[src/logic/clock_speed_pkg.sv]
`default_nettype none
package clock_speed_pkg;

    // ---------------------------------------------------------------
    // Register map
    // ---------------------------------------------------------------
    localparam logic [7:0] CLOCK_SPEED_CONTROL_ADDR  = 8'h8f;  // Special-function address of the control register.
    localparam logic [7:0] CLOCK_SPEED_CONTROL_RESET = 8'h00;  // All speed selects clear after reset.
    localparam logic [7:0] UNMAPPED_READ_DATA        = 8'h00;  // Reads of any other address return zero.

    // Field positions of the control register.
    localparam int unsigned CAN_SPEED_BIT      = 7;
    localparam int unsigned WATCHDOG_SPEED_BIT = 6;
    localparam int unsigned COUNTER_SPEED_BIT  = 5;
    localparam int unsigned SERIAL_SPEED_BIT   = 4;
    localparam int unsigned TIMER_TWO_BIT      = 3;
    localparam int unsigned TIMER_ONE_BIT      = 2;
    localparam int unsigned TIMER_ZERO_BIT     = 1;
    localparam int unsigned CPU_SPEED_BIT      = 0;
    localparam int unsigned NUM_CLOCK_USERS    = 8;

    // ---------------------------------------------------------------
    // Timing, counted in oscillator periods (one clk period each)
    // ---------------------------------------------------------------
    localparam int unsigned CLK_PERIOD_NS        = 50;   // Oscillator period at 20 MHz.
    localparam int unsigned STANDARD_PERIODS     = 12;   // Oscillator periods per cycle, standard speed.
    localparam int unsigned DOUBLE_PERIODS       = 6;    // Oscillator periods per cycle, double speed.
    localparam int unsigned MIN_RESET_PERIODS    = 24;   // Least pin high time accepted as a warm reset.
    localparam int unsigned WD_PULSE_PERIODS     = 96;   // Length of the pulse driven out after a watchdog expiry.
    localparam int unsigned MIN_RESET_NS         = MIN_RESET_PERIODS * CLK_PERIOD_NS;
    localparam int unsigned WD_PULSE_NS          = WD_PULSE_PERIODS * CLK_PERIOD_NS;
    localparam logic [6:0]  MIN_RESET_COUNT      = 7'((MIN_RESET_NS + CLK_PERIOD_NS - 1) / CLK_PERIOD_NS);
    localparam logic [6:0]  WD_PULSE_COUNT       = 7'(WD_PULSE_NS / CLK_PERIOD_NS);

    // ---------------------------------------------------------------
    // Types
    // ---------------------------------------------------------------
    // Field view of the control register.
    typedef struct packed {
        logic canSpeedSelect;
        logic watchdogSpeedSelect;
        logic counterArraySpeedSelect;
        logic serialPortSpeedSelect;
        logic timerTwoSpeedSelect;
        logic timerOneSpeedSelect;
        logic timerZeroSpeedSelect;
        logic cpuDoubleSpeed;
    } clock_speed_control_s;

    // Special-function bus request.
    typedef struct packed {
        logic [7:0] addr;
        logic [7:0] wrData;
        logic       wr;
        logic       rd;
    } sfr_req_s;

    // Reset qualification states.
    typedef enum logic [2:0] {
        RST_IDLE = 3'b001,
        RST_QUAL = 3'b010,
        RST_HELD = 3'b100
    } reset_state_e;

endpackage : clock_speed_pkg
`default_nettype wire

[src/logic/clock_speed_reset.sv]
`timescale 1ns/1ps
`default_nettype none
module clock_speed_reset (
    // Clock, reset and clock enable
    input  wire logic                              clk,
    input  wire logic                              rst_b,
    input  wire logic                              ce,
    // Special-function register port
    input  wire clock_speed_pkg::sfr_req_s         sfrReq,
    output logic [7:0]                             sfrRdData,
    // Reset pin, three signals
    input  wire logic                              resetPinIn,
    output logic                                   resetPinOut,
    output logic                                   resetPinOe,
    // Internal reset sources, same clock domain
    input  wire logic                              watchdogExpire,
    input  wire logic                              counterArrayReset,
    input  wire logic                              timerReset,
    // Serial port mode: high in modes 0 and 2
    input  wire logic                              serialFixedMode,
    // Outputs to core and peripherals
    output logic                                   coreReset,
    output logic [clock_speed_pkg::NUM_CLOCK_USERS-1:0] cycleTick,
    output logic                                   cpuDoubleSpeedActive
);
    import clock_speed_pkg::*;

    // ---------------------------------------------------------------
    // Declarations
    // ---------------------------------------------------------------
    clock_speed_control_s ctrlFf, nxt_ctrl;         // Control register.
    logic [7:0]           nxt_sfrRdData;            // Next read data.
    logic                 div2Ff, nxt_div2;         // Oscillator divided by two.
    logic                 cpuFastFf, nxt_cpuFast;   // CPU speed bit in force.
    logic                 pinMetaFf, pinSyncFf;     // Pin synchroniser.
    reset_state_e         stateFf, nxt_state;       // Reset qualifier state.
    logic [6:0]           rstCntFf, nxt_rstCnt;     // Periods counted in reset.
    logic                 nxt_coreReset;
    logic [6:0]           wdCntFf, nxt_wdCnt;       // Remaining watchdog pulse.
    logic                 nxt_pinOe;
    logic                 internalReq;              // Counter array or timer source; watchdog expiry comes in through the pin.
    logic [NUM_CLOCK_USERS-1:0] fastVec;            // Double-speed select per user.

    // ---------------------------------------------------------------
    // Register port
    // ---------------------------------------------------------------
    // A write lands only at the documented address; a warm reset clears
    // the register too, so software always restarts at standard speed.
    always_comb begin
        nxt_ctrl      = ctrlFf;
        nxt_sfrRdData = sfrRdData;
        if (coreReset) begin
            nxt_ctrl = clock_speed_control_s'(CLOCK_SPEED_CONTROL_RESET);
        end else if (sfrReq.wr && sfrReq.addr == CLOCK_SPEED_CONTROL_ADDR) begin
            nxt_ctrl = clock_speed_control_s'(sfrReq.wrData);
        end
        if (sfrReq.rd) begin
            // Unmapped reads answer zero rather than keep stale data.
            nxt_sfrRdData = (sfrReq.addr == CLOCK_SPEED_CONTROL_ADDR) ? 8'(ctrlFf) : UNMAPPED_READ_DATA;
        end
    end

    // Registers only.
    always_ff @(posedge clk) begin
        if (!rst_b) begin
            ctrlFf    <= clock_speed_control_s'(CLOCK_SPEED_CONTROL_RESET);
            sfrRdData <= UNMAPPED_READ_DATA;
        end else if (ce) begin
            ctrlFf    <= nxt_ctrl;
            sfrRdData <= nxt_sfrRdData;
        end
    end

    // ---------------------------------------------------------------
    // Speed mode switching
    // ---------------------------------------------------------------
    // The CPU bit is copied only as the divided clock rises, which keeps
    // the switch from clipping a half period of the divided clock.
    always_comb begin
        nxt_div2    = ~div2Ff;
        nxt_cpuFast = cpuFastFf;
        if (!div2Ff) begin
            nxt_cpuFast = ctrlFf.cpuDoubleSpeed;
        end
    end

    // Registers only.
    always_ff @(posedge clk) begin
        if (!rst_b) begin
            div2Ff               <= 1'b0;
            cpuFastFf            <= 1'b0;
            cpuDoubleSpeedActive <= 1'b0;
        end else if (ce) begin
            div2Ff               <= nxt_div2;
            cpuFastFf            <= nxt_cpuFast;
            cpuDoubleSpeedActive <= nxt_cpuFast;
        end
    end

    // Per-user fast select. A peripheral runs fast only with the CPU fast
    // and its own bit clear; the serial bit only matters in modes 0 and 2.
    always_comb begin
        fastVec                 = ~8'(ctrlFf) & {NUM_CLOCK_USERS{cpuFastFf}};
        fastVec[CPU_SPEED_BIT]  = cpuFastFf;
        fastVec[SERIAL_SPEED_BIT] = cpuFastFf & ~ctrlFf.serialPortSpeedSelect & serialFixedMode;
    end

    // One cycle-tick generator per clock user.
    for (genvar i = 0; i < NUM_CLOCK_USERS; i++) begin : g_tick
        period_tick #(
            .SLOW (STANDARD_PERIODS),
            .FAST (DOUBLE_PERIODS)
        ) u_tick (
            .clk   (clk),
            .rst_b (rst_b),
            .ce    (ce),
            .fast  (fastVec[i]),
            .tick  (cycleTick[i])
        );
    end

    // ---------------------------------------------------------------
    // Reset pin synchroniser
    // ---------------------------------------------------------------
    // The pin is asynchronous to clk; only the second stage is read.
    always_ff @(posedge clk) begin
        if (!rst_b) begin
            pinMetaFf <= 1'b0;
            pinSyncFf <= 1'b0;
        end else if (ce) begin
            pinMetaFf <= resetPinIn;
            pinSyncFf <= pinMetaFf;
        end
    end

    // ---------------------------------------------------------------
    // Reset qualification
    // ---------------------------------------------------------------
    assign internalReq = counterArrayReset | timerReset;

    // A pin level counts as reset only after it stood high for the minimum
    // period count; the count is in oscillator periods, not CPU cycles, so
    // the speed mode never changes it. Internal sources bypass the filter
    // and hold the core for the same minimum. Watchdog expiry is seen via
    // its own pulse on the pin, which reaches the rest of the board too.
    always_comb begin
        nxt_state     = stateFf;
        nxt_rstCnt    = rstCntFf;
        unique case (stateFf)
            RST_IDLE: begin
                if (pinSyncFf) begin
                    nxt_state  = RST_QUAL;
                    nxt_rstCnt = 7'h01;
                end else if (internalReq) begin
                    nxt_state  = RST_HELD;
                    nxt_rstCnt = 7'h00;
                end
            end
            RST_QUAL: begin
                if (!pinSyncFf) begin
                    nxt_state = RST_IDLE;  // Pulse too short: ignored.
                end else if (rstCntFf >= MIN_RESET_COUNT - 7'h01) begin
                    nxt_state  = RST_HELD;
                    nxt_rstCnt = MIN_RESET_COUNT;
                end else begin
                    nxt_rstCnt = rstCntFf + 7'h01;
                end
            end
            RST_HELD: begin
                if (rstCntFf < MIN_RESET_COUNT) begin
                    nxt_rstCnt = rstCntFf + 7'h01;
                end else if (!pinSyncFf && !internalReq) begin
                    nxt_state = RST_IDLE;
                end
            end
            default: begin
                nxt_state  = RST_IDLE;
                nxt_rstCnt = 7'h00;
            end
        endcase
        nxt_coreReset = (nxt_state == RST_HELD);
    end

    // Registers only.
    always_ff @(posedge clk) begin
        if (!rst_b) begin
            stateFf   <= RST_IDLE;
            rstCntFf  <= 7'h00;
            coreReset <= 1'b0;
        end else if (ce) begin
            stateFf   <= nxt_state;
            rstCntFf  <= nxt_rstCnt;
            coreReset <= nxt_coreReset;
        end
    end

    // ---------------------------------------------------------------
    // Watchdog pulse onto the pin
    // ---------------------------------------------------------------
    // An expiry during a running pulse is absorbed; the pulse is not
    // stretched, which keeps its length fixed for outside supervisors.
    always_comb begin
        nxt_wdCnt = wdCntFf;
        if (wdCntFf != 7'h00) begin
            nxt_wdCnt = wdCntFf - 7'h01;
        end else if (watchdogExpire) begin
            nxt_wdCnt = WD_PULSE_COUNT;
        end
        nxt_pinOe = (nxt_wdCnt != 7'h00);
    end

    // Registers only; the pin is driven high while enabled.
    always_ff @(posedge clk) begin
        if (!rst_b) begin
            wdCntFf     <= 7'h00;
            resetPinOe  <= 1'b0;
            resetPinOut <= 1'b0;
        end else if (ce) begin
            wdCntFf     <= nxt_wdCnt;
            resetPinOe  <= nxt_pinOe;
            resetPinOut <= nxt_pinOe;
        end
    end

    // ---------------------------------------------------------------
    // Assertions
    // ---------------------------------------------------------------
    a_reg_warm_clear: assert property (@(posedge clk) disable iff (!rst_b)
        (ce && coreReset) |=> (8'(ctrlFf) == 8'h00))
        else $error("control register not cleared by warm reset");

    a_cpu_div_edge: assert property (@(posedge clk) disable iff (!rst_b)
        $changed(cpuFastFf) |-> ($past(div2Ff) == 1'b0))
        else $error("CPU speed changed off the divided clock rise");

    a_periph_slow_only: assert property (@(posedge clk) disable iff (!rst_b)
        !cpuFastFf |-> (fastVec == 8'h00))
        else $error("peripheral fast while CPU at standard speed");

    a_serial_mode_gate: assert property (@(posedge clk) disable iff (!rst_b)
        (!serialFixedMode || ctrlFf.serialPortSpeedSelect) |-> !fastVec[SERIAL_SPEED_BIT])
        else $error("serial fast outside modes 0 and 2");

    a_qual_accept: assert property (@(posedge clk) disable iff (!rst_b)
        (ce && stateFf == RST_QUAL && pinSyncFf && rstCntFf == MIN_RESET_COUNT - 7'h01) |=> coreReset)
        else $error("qualified pin reset not accepted");

    a_qual_no_early: assert property (@(posedge clk) disable iff (!rst_b)
        (stateFf == RST_QUAL && rstCntFf < MIN_RESET_COUNT - 7'h01) |=> !coreReset)
        else $error("pin reset accepted before the minimum");

    a_internal_reset: assert property (@(posedge clk) disable iff (!rst_b)
        (ce && stateFf == RST_IDLE && !pinSyncFf && internalReq) |=> coreReset ##1 (!ce || coreReset))
        else $error("internal reset source not accepted");

    a_wd_pulse_load: assert property (@(posedge clk) disable iff (!rst_b)
        (ce && watchdogExpire && wdCntFf == 7'h00) |=> (resetPinOe && resetPinOut && wdCntFf == WD_PULSE_COUNT))
        else $error("watchdog pulse not started at full length");

    a_wd_pulse_end: assert property (@(posedge clk) disable iff (!rst_b)
        $fell(resetPinOe) |-> ($past(wdCntFf) == 7'h01))
        else $error("watchdog pulse ended early");

endmodule // clock_speed_reset
`default_nettype wire

[src/logic/period_tick.sv]
`timescale 1ns/1ps
`default_nettype none
module period_tick #(
    parameter int unsigned SLOW = 12,  // Periods per cycle with fast low.
    parameter int unsigned FAST = 6    // Periods per cycle with fast high.
) (
    // Clock and control
    input  wire logic clk,
    input  wire logic rst_b,
    input  wire logic ce,
    // Mode select and tick
    input  wire logic fast,
    output logic      tick
);

    // ---------------------------------------------------------------
    // Elaboration checks
    // ---------------------------------------------------------------
    // The counter is four bits wide, so longer cycles cannot be served.
    if (FAST < 1 || FAST > SLOW || SLOW > 15) begin : g_bad
        $error("period_tick: FAST and SLOW out of range");
    end

    localparam logic [3:0] SLOW_LAST = 4'(SLOW - 1);  // Last count, standard speed.
    localparam logic [3:0] FAST_LAST = 4'(FAST - 1);  // Last count, double speed.

    logic [3:0] cntFf;     // Position inside the current cycle.
    logic [3:0] nxt_cnt;
    logic       nxt_tick;
    logic [3:0] lastCnt;   // Terminal count for the mode in force.

    // ---------------------------------------------------------------
    // Cycle counter
    // ---------------------------------------------------------------
    // A mode switch mid cycle takes effect at once; if the count already
    // passed the new end it wraps, so no cycle is ever longer than SLOW.
    always_comb begin
        lastCnt  = fast ? FAST_LAST : SLOW_LAST;
        nxt_tick = 1'b0;
        nxt_cnt  = cntFf + 4'h1;
        if (cntFf >= lastCnt) begin
            nxt_cnt  = 4'h0;
            nxt_tick = 1'b1;
        end
    end

    // Registers only; the tick leaves straight from a flip-flop.
    always_ff @(posedge clk) begin
        if (!rst_b) begin
            cntFf <= 4'h0;
            tick  <= 1'b0;
        end else if (ce) begin
            cntFf <= nxt_cnt;
            tick  <= nxt_tick;
        end
    end

endmodule // period_tick
`default_nettype wire
[config.mk]
export PLATFORM = sky130hd
export DESIGN_NAME = clock_speed_reset
export DESIGN_NICKNAME = d
export VERILOG_FILES = /design/src/logic/clock_speed_pkg.sv /design/src/logic/clock_speed_reset.sv /design/src/logic/period_tick.sv
export SDC_FILE = /design/constraint.sdc
export NUM_CORES = 1
export LEC_CHECK = 0
export BUFFER_PORTS_ARGS = -buffer_cell sky130_fd_sc_hd__buf_2
export CAP_MARGIN = 40
export CORE_UTILIZATION = 52
export DETAILED_ROUTE_END_ITERATION = 16
export HOLD_SLACK_MARGIN = 0.12
export PLACE_DENSITY_LB_ADDON = 0.25
export RECOVER_POWER = 50
export SLEW_MARGIN = 20
export SYNTH_ARGS = -nofsm -noshare
export SYNTH_HDL_FRONTEND = slang
export SYNTH_HIERARCHICAL = 1
export SYNTH_SLANG_ARGS = --single-unit
[constraint.sdc]
create_clock -name clk -period 1.9 [get_ports clk]
set_input_delay 0.19 -clock clk [delete_from_list [all_inputs] [get_ports clk]]
set_output_delay 0.19 -clock clk [all_outputs]
set_load 0.01 [all_outputs]
==> results of run 1 <==
==> kinds of logic (layout without fill, tap and decap cells) <==
family | after synthesis | in the layout | share of synthesized area
adders and majority gates | 34 | 34 | 0.0957
muxes | 4 | 4 | 0.00900
AOI/OAI and AO/OA | 152 | 152 | 0.262
and+or+nand+nor | 158 | 158 | 0.213
xor gates and xnor gates | 12 | 12 | 0.0236
buffers and inverters | 40 | 113 | 0.0408
DFF | 79 | 79 | 0.356
==> report_power, final <==
group | switching (mW) | leakage, nW | internal [mW]
registers | 0.157 | 0.645 | 1.77
clock network | 0.640 | 0.123 | 0.877
logic | 0.465 | 1.41 | 0.428
==> worst max-delay path by stage <==
| stage | from | end | slack, ps | cells past startpoint |
|---|---|---|---|---|
| 2_1_floorplan | cpuFastFf$_SDFFE_PN0P_ | g_tick[1].u_tick/cntFf[0]$_SDFFE_PN0P_ | 90 | 6 |
| 3_3_place_gp | cpuFastFf$_SDFFE_PN0P_ | g_tick[3].u_tick/cntFf[0]$_SDFFE_PN0P_ | -8 | 6 |
| 3_5_place_dp | cpuFastFf$_SDFFE_PN0P_ | g_tick[3].u_tick/cntFf[0]$_SDFFE_PN0P_ | -50 | 6 |
| 4_1_cts | cpuFastFf$_SDFFE_PN0P_ | g_tick[6].u_tick/cntFf[0]$_SDFFE_PN0P_ | 50 | 6 |
| 5_1_grt | stateFf[0]$_SDFFE_PN1P_ | rstCntFf[4]$_SDFFE_PN0P_ | 0.2 | 5 |
| 6_report | stateFf[0]$_SDFFE_PN1P_ | rstCntFf[4]$_SDFFE_PN0P_ | 80 | 5 |
==> worst min-delay path, delay by kind of cell <==
family                 cells  cell delay, ps
AOI/OAI and AO/OA          1              70
buffers and inverters      1             100
and+or+nand+nor            1              70
==> cells in the final DEF (no fill, tap or decap), types with 9 or more instances in the layout <==
| master | count |
|---|---|
| a2111oi_2 | 9 |
| a21boi_0 | 9 |
| a21oi_1 | 38 |
| a22oi_1 | 9 |
| buf_2 | 26 |
| buf_4 | 12 |
| clkbuf_1 | 23 |
| clkbuf_8 | 9 |
| dfxtp_1 | 78 |
| ha_1 | 34 |
| inv_1 | 27 |
| nand2_1 | 24 |
| nand2b_1 | 18 |
| nand3b_1 | 17 |
| nand4_1 | 10 |
| nor2_1 | 10 |
| nor2b_1 | 31 |
| o21a_1 | 18 |
| o21ai_0 | 20 |
| xnor2_1 | 12 |
==> per-layer routing <==
layer / vias to the layer above / routed length (µm) / global-route usage
met3: 9 / 348 / 0.0636
met5: - / 0 / 0
met1: 1785 / 4190 / 0.249
met4: 0 / 94 / 0.0631
li1: 1918 / - / -
met2: 50 / 4710 / 0.400
==> sequential cells by signal, summed over array words and instances, names as in the netlist <==
name and cells:
pinMetaFf 1, coreReset 1, sfrRdData 8, cpuFastFf 1
g_tick.u_tick/tick 8, pinSyncFf 1, stateFf 3, g_tick.u_tick/cntFf 32
ctrlFf 8, resetPinOe 1, div2Ff 1, wdCntFf 7
rstCntFf 7
==> area by class of cell <==
class	instances	area [µm²]
fillers	719	3080
multi-input cells	360	2710
flip-flops and latches	79	1590
repair buffers	70	399
well taps	105	131
clock buffers	9	124
clock inverters	7	121
inverters	27	101
==> per-stage QoR <==
step	util	TNS (ps)	worst slack, ps
after floorplan	-	0	87.4
after global placement	0.592	-10.4	-7.58
after detailed placement	0.592	-240	-52.0
after CTS	0.630	0	51.8
after global routing	0.627	0	0.195
final	0.627	0	76.0
==> timing repair <==
item | CTS | global route
endpoints found under the hold margin | 6 | 0
gates cloned | 0 | 0
gates resized for setup | 2 | 8
hold buffers | 6 | 0
setup endpoints to repair | 14 | 24
==> flow_summary.toml, run 1 <==
[logic_synthesis]
postSynthCellCount = 479
async_reset_ff_frac = 0
yosys.area.top_type_share = 0.356
synth_seq_cells = 79
syn-num-nets = 539
syn_area_mm2 = 0.00445
synth_largest_area_cell = "dfxtp_1"
synth_cell_type_count = 57
synth_top_cells_by_count = "79 x dfxtp_1, 38 x a21oi_1, 36 x nor2b_1"
synth-edff-count = 0
synth_seq_area_share = 0.356
yosysWarnings = 6
synth.area.top_cells = "dfxtp_1 36%, ha_1 9.6%, nor2b_1 5.1%"
synth.most_common_cell = "dfxtp_1"
syn_area_per_cell_um2 = 9.28
ys.flop_type = "dfxtp_1"

[floorplan]
core_area_mm2 = 0.00826
die_y_um = 94.5
die-width_um = 94.5
dieArea_mm2 = 0.00893
rows = 33
ios = 46
start_util = 0.538

[sta]
setup_viol = 0
period_needed_ps = 1820
tightest_slew_ps = 807
hold_viol = 0
clock.fmax_mhz = 548
rsz0062_at_grt = "no"
post-route-period-util = 0.960
holdWs_ps = 129
finClkSkew_ps = 6.83
slew_headroom = 0.462
slew_viol_final = 0

[worst_setup_path]
cp_slowest_cell = "dfxtp_1"
r2r_slack_ps = 80
max_stage_delay_ps = 510
path_delay_family = "simple AND/OR/NAND/NOR gates"
cp.required_ps = 2190
cp_num_buf_inv = 0
crit_type = "flip-flop to flip-flop"
r2r_end = "rstCntFf[4]$_SDFFE_PN0P_"
reg2reg_from = "stateFf[0]$_SDFFE_PN1P_"
path_cells = "or3b_1 -> nor2_2 -> a211o_4 -> or4_1 -> a21boi_1"
critPathCaptureType = "flip-flop"
reg2regPathDepth = 5
crit_path_start_kind = "flip-flop"
crit_fanout = 10
cp.arrival_ps = 2110

[global_routing]
groute.usage.overall = 0.220
grt_overflow_total = 0
grt_max_degree = 79
grt_pass1_vias = 3605
grt_antenna_before_repair = 0
grt_first_pass_wirelength_mm = 15.7

[job]
cap_violations = 0

[cells_and_area]
syn_to_final_growth_pct = 16.3
drive_gt1_frac = 0.152
design_area_mm2 = 0.00517
num_antenna_cells = 0
finalNetCount = 607
final_cells = 657

[power_and_ir_drop]
pwr_density_cell_mw_per_mm2 = 839
power_mw = 4.34
p_leak_nw = 2.17
peakVddDrop_mv = 0.451

[run_status]
status = "complete, no violations"

[hold_path]
worstHoldPathCells = 3
min-delay-start = "sfrReq[3]"
hp-class = "input pin to flip-flop"
whs_endpoint = "ctrlFf[1]$_SDFFE_PN0P_"

[placement]
place_congestion = 0.814
dp_cells = 635
dp_hpwl_mm = 6.52
io_buffers = 45
postPlaceCellArea_mm2 = 0.00489

[clock_tree]
post-cts-setup-buffer-count = 0
clock-root-buffer = "clkbuf_8"
clock_latency_ps = 350
cts_inserted_buffers = 9
cts_tree = "built"
clkTransAtPathRegs_ps = 80
h-tree-depth = 3
cts_sinks = 79
cts_buffer_depth = 2

[route]
wl_mm = 9.34
first_pass_iters = 6
antenna_left = 0
vias = 3762
drcViolationCount = 0
dr.first_iter.drc_count = 170
viasPerCell = 5.73
wl_per_cell_um = 14.2
(Power assumes the default switching activity.)
==> inputs of run 2 (changes only) <==
Settings changed: ABC_AREA set to 1, CORE_MARGIN set to 2.
==> run 2 against run 1 <==
Routed wire length is 1.1% lower. Die area grew 4.7%. Flip-flop and latch count stayed put. Non-clock buffer count is 11 lower. Register-to-register slack improved by 20 ps. Sequential power shrank 5%. Clock skew rose by 3.3 ps. Utilization fell by 1.8 points.
==> flow_summary.toml, run 2 <==
[clock_tree]
clock_latency_ps = 360
post-cts-setup-buffer-count = 0
cts_inserted_buffers = 9
clkTransAtPathRegs_ps = 80
h-tree-depth = 3
clock-root-buffer = "clkbuf_8"
cts_sinks = 79
cts_tree = "built"
cts_buffer_depth = 2

[worst_setup_path]
reg2reg_from = "cpuFastFf$_SDFFE_PN0P_"
r2r_slack_ps = 90
crit_path_start_kind = "flip-flop"
cp.arrival_ps = 2100
reg2regPathDepth = 11
cp.required_ps = 2200
r2r_end = "g_tick[2].u_tick/cntFf[1]$_SDFFE_PN0P_"
crit_type = "flip-flop to flip-flop"
critPathCaptureType = "flip-flop"
crit_fanout = 7

[sta]
rsz0062_at_grt = "yes"
setup_viol = 0
slew_viol_final = 0
tightest_slew_ps = 431
slew_headroom = 0.713
finClkSkew_ps = 10.1
post-route-period-util = 0.951
clock.fmax_mhz = 554
period_needed_ps = 1810
hold_viol = 0

[logic_synthesis]
synth.most_common_cell = "nand2_1"
synth_cell_type_count = 28
yosys.area.top_type_share = 0.354
syn_area_mm2 = 0.00447
synth_largest_area_cell = "dfxtp_1"
synth-edff-count = 0
synth_top_cells_by_count = "125 x nand2_1, 79 x dfxtp_1, 67 x nor2_1"
synth_seq_cells = 79
syn-num-nets = 649
yosysWarnings = 6
ys.flop_type = "dfxtp_1"
synth.area.top_cells = "dfxtp_1 35%, nand2_1 11%, ha_1 9.5%"
synth_seq_area_share = 0.354
postSynthCellCount = 589
syn_area_per_cell_um2 = 7.58
async_reset_ff_frac = 0

[placement]
dp_cells = 729
io_buffers = 45
dp_hpwl_mm = 6.59
place_congestion = 0.800

[floorplan]
core_area_mm2 = 0.00826
rows = 33
dieArea_mm2 = 0.00935
start_util = 0.541
die_y_um = 96.7
die-width_um = 96.7
ios = 46

[global_routing]
grt_antenna_before_repair = 0
groute.usage.overall = 0.206
grt_pass1_vias = 3672
grt_max_degree = 34
grt_first_pass_wirelength_mm = 16.1
grt_overflow_total = 0

[power_and_ir_drop]
p_leak_nw = 2.36
pwr_density_cell_mw_per_mm2 = 759
peakVddDrop_mv = 0.365
power_mw = 3.81

[route]
wl_mm = 9.24
first_pass_iters = 4
wl_met2_mm = 4.36
wl_per_cell_um = 12.3
drcViolationCount = 0
dr.max_layer_used = "met4"
antenna_left = 0
viasPerCell = 5.02
vias = 3780
wl_met3_um = 454
m1WireLength_mm = 4.27
dr.first_iter.drc_count = 89

[cells_and_area]
finalNetCount = 703
final_common_cell = "nand2_1"
num_antenna_cells = 0
final_cells = 753
layout_common_cells = "126 x nand2_1, 79 x dfxtp_1, 66 x nor2_1"
largest-register = "g_tick.u_tick/cntFf"
largest_reg_flops = 32
syn_to_final_growth_pct = 12.5
drive_gt1_frac = 0.191

[hold_path]
whs_endpoint = "ctrlFf[7]$_SDFFE_PN0P_"
worstHoldPathCells = 3
hp-class = "input pin to flip-flop"
min-delay-start = "sfrReq[9]"

[run_status]
status = "complete, no violations"

[job]
cap_violations = 0
## run 2: power breakdown
group,total (mW),internal (mW),switching (mW)
Sequential,1.83,1.73,0.0935
Combinational,0.590,0.231,0.359
Clock,1.39,0.742,0.651
Total,3.81,2.71,1.10
## run 2: per-stage QoR
step	area (µm²)	worst slack (ps)	utilization	setup TNS, ps	hold slack (ps)
finish	5020	93.9	0.608	0	141
global route	5020	-32.7	0.608	-215	156
CTS	5040	91.9	0.610	0	121
detailed placement	4750	138	0.575	0	431
global placement	4730	222	0.573	0	429
floorplan	4470	369	-	0	312
## run 2: worst max-delay path by stage
stage / startpoint / cells past startpoint / to
after global routing: cpuFastFf$_SDFFE_PN0P_ / 11 / g_tick[2].u_tick/cntFf[1]$_SDFFE_PN0P_
final: cpuFastFf$_SDFFE_PN0P_ / 11 / g_tick[2].u_tick/cntFf[1]$_SDFFE_PN0P_
after global placement: wdCntFf[0]$_SDFFE_PN0P_ / 11 / resetPinOe$_SDFFE_PN0P_
after detailed placement: cpuFastFf$_SDFFE_PN0P_ / 11 / g_tick[2].u_tick/cntFf[1]$_SDFFE_PN0P_
after floorplan: cpuFastFf$_SDFFE_PN0P_ / 11 / g_tick[1].u_tick/cntFf[1]$_SDFFE_PN0P_
after CTS: cpuFastFf$_SDFFE_PN0P_ / 11 / g_tick[2].u_tick/cntFf[1]$_SDFFE_PN0P_
## run 2: worst max-delay path, cell delays in order, from the launching register on
cell and delay, ps:
dfxtp_1 430, inv_1 200, nor2_1 250, inv_1 80, ha_1 290, nand2_1 80, inv_2 30, nand2_1 50
nand2_1 70, nand2_2 80, nand2_2 80, nor2_1 100
## run 2: area by class of cell
class / count / area, µm²
repair buffers: 59 / 337
clock buffers: 9 / 124
fillers: 751 / 3230
well taps: 105 / 131
inverters: 75 / 282
multi-input cells: 419 / 2470
flip-flops and latches: 79 / 1580
clock inverters: 7 / 95.1
## run 2: logic make-up (layout without fill, tap and decap cells)
logic type	Yosys count	after routing	share of synthesized area
muxes	8	8	0.0179
adders and majority gates	34	34	0.0952
and+or+nand+nor	268	268	0.287
buffers and inverters	91	150	0.0922
xor gates and xnor gates	27	27	0.0529
DFF	79	79	0.354
AOI/OAI and AO/OA	82	82	0.100
## run 2: repair_timing
item / CTS / global route
endpoints found under the hold margin: 7 / 1
endpoints found under the setup margin: 0 / 12
hold buffers: 7 / 1
gates resized for setup: 0 / 1
## run 2: routing by layer
metal,track usage,up-vias
li1,-,1964
met1,0.250,1728
met2,0.353,73
met3,0.0607,15
met4,0.0618,0
met5,0,-
==> inputs of run 3 (changes only) <==
Settings changed: CORE_UTILIZATION 52 to 59.
==> run 3 against run 2 <==
Non-clock buffer count did not move. Clock power up 13%. Critical endpoint is now resetPinOe$_SDFFE_PN0P_. Critical path depth shrank 6. Cell area about the same.
==> flow_summary.toml, run 3 (same netlist as run 2, synthesis figures left out) <==
[run_status]
status = "complete, no violations"

[route]
viasPerCell = 5.03
dr.first_iter.drc_count = 164
wl_per_cell_um = 12.1
drcViolationCount = 0
first_pass_iters = 4
antenna_left = 0
wl_mm = 9.02
vias = 3757

[clock_tree]
cts_tree = "built"
clock-root-buffer = "clkbuf_8"
clock_latency_ps = 350
cts_inserted_buffers = 9
clkTransAtPathRegs_ps = 90
h-tree-depth = 3
cts_buffer_depth = 2
post-cts-setup-buffer-count = 0
cts_sinks = 79

[hold_path]
min-delay-start = "sfrReq[3]"
whs_endpoint = "ctrlFf[1]$_SDFFE_PN0P_"
hp-class = "input pin to flip-flop"
worstHoldPathCells = 3

[power_and_ir_drop]
p_int_mw = 2.88
p_leak_nw = 2.38
p_switching_mw = 1.10
combPwrFrac = 0.147
clockPowerShare = 0.394
pwr_density_cell_mw_per_mm2 = 792
swShare = 0.276
p_seq_frac = 0.459
peakVddDrop_mv = 0.487

[worst_setup_path]
r2r_end = "g_tick[4].u_tick/cntFf[0]$_SDFFE_PN0P_"
r2r_slack_ps = 280
crit_top_cell = "nor2_1"
cp_num_buf_inv = 2
reg2regPathDepth = 12
path_delay_family = "buffers and inverters"
cp.required_ps = 2140
max_stage_delay_ps = 780
crit_path_start_kind = "input pin"
cp.arrival_ps = 1860
reg2reg_from = "cpuFastFf$_SDFFE_PN0P_"
critPathCaptureType = "flip-flop"
crit_type = "input pin to flip-flop"
cp_slowest_cell = "clkbuf_1"
path_cells = "clkbuf_1 -> clkbuf_2 -> nand3_1 -> nor2_1 -> nor2_1"
crit_fanout = 21

[cells_and_area]
largest-register = "g_tick.u_tick/cntFf"
syn_to_final_growth_pct = 12.5
final_cells = 747
final_common_cell = "nand2_1"
layout_common_cells = "129 x nand2_1, 79 x dfxtp_1, 67 x nor2_1"
drive_gt1_frac = 0.188
finalNetCount = 703
largest_reg_flops = 32
fillCellCount = 635
num_antenna_cells = 0
utilization = 0.689

[global_routing]
grt_antenna_before_repair = 0
groute.usage.overall = 0.227
grt_max_degree = 31
grt_first_pass_wirelength_mm = 15.5
grt_pass1_vias = 3457
grt_overflow_total = 0

[floorplan]
start_util = 0.613
ios = 46
dieArea_mm2 = 0.00828
die-width_um = 91.0
rows = 31
die_y_um = 91.0
core_area_mm2 = 0.00729

[sta]
slew_headroom = 0.275
clock.fmax_mhz = 617
post-route-period-util = 0.853
period_needed_ps = 1620
finClkSkew_ps = 12.8
setup_viol = 0
final.setup.tns_ps = 0
slew_viol_final = 0
tightest_slew_ps = 1090
hold_viol = 0
rsz0062_at_grt = "no"

[placement]
dp_hpwl_mm = 6.51
place_congestion = 0.819
io_buffers = 45
dp_cells = 724

[job]
cap_violations = 0
==> run 3: final cells by class <==
type | instances | area [µm²] | share of cell area
clock buffers | 10 | 138 | 0.0274
clock inverters | 6 | 116 | 0.0232
inverters | 75 | 282 | 0.0560
flip-flops and latches | 79 | 1580 | 0.315
well taps | 99 | 124 | 0.0246
repair buffers | 59 | 325 | 0.0647
multi-input cells | 419 | 2460 | 0.489
==> run 3: worst max path at each step <==
stage / endpoint / slack [ps] / from / depth (start not counted)
finish: resetPinOe$_SDFFE_PN0P_ / 280 / ce / 5
global route: resetPinOe$_SDFFE_PN0P_ / 80 / wdCntFf[0]$_SDFFE_PN0P_ / 11
CTS: resetPinOe$_SDFFE_PN0P_ / 230 / wdCntFf[0]$_SDFFE_PN0P_ / 11
detailed placement: resetPinOe$_SDFFE_PN0P_ / 250 / wdCntFf[0]$_SDFFE_PN0P_ / 11
global placement: resetPinOe$_SDFFE_PN0P_ / 270 / wdCntFf[0]$_SDFFE_PN0P_ / 11
floorplan: g_tick[1].u_tick/cntFf[1]$_SDFFE_PN0P_ / 370 / cpuFastFf$_SDFFE_PN0P_ / 11
==> run 3: per-layer routing <==
layer  track usage  vias up  part of all wire
met4        0.0846        0             0.010
li1              -     1965                 -
met2         0.375       92              0.48
met5             0        -                 0
met1         0.298     1692              0.45
met3        0.0382        8             0.059
==> run 3: power groups by stage <==
| stage | logic (mW) | registers [mW] | clock network (mW) |
|---|---|---|---|
| after detailed placement | 0.575 | 1.86 | 0 |
| after global routing | 0.667 | 1.84 | 1.68 |
| after global placement | 0.551 | 1.86 | 0 |
| after floorplan | 0.439 | 1.85 | 0 |
| final | 0.585 | 1.83 | 1.57 |
| after CTS | 0.590 | 1.83 | 1.60 |
==> run 3: worst min-delay path, stage by stage <==
cell	delay [ps]
buf_2	110
nand4_1	80
a21oi_1	60
==> run 3: timing repair <==
action / 4_1_cts / 5_1_grt
endpoints found under the setup margin: 0 / 1
hold endpoints to repair: 6 / 0
hold buffers: 6 / 0
gates resized for setup: 0 / 1
==> run 3: through the flow <==
| step | power, mW | hold WS, ps | cell area (µm²) | worst slack (ps) |
|---|---|---|---|---|
| global placement | 2.41 | 417 | 4740 | 273 |
| global route | 4.18 | 141 | 5030 | 75.8 |
| finish | 3.98 | 128 | 5030 | 280 |
| CTS | 4.01 | 122 | 5050 | 233 |
| detailed placement | 2.44 | 432 | 4740 | 247 |
| floorplan | 2.29 | 312 | 4470 | 369 |
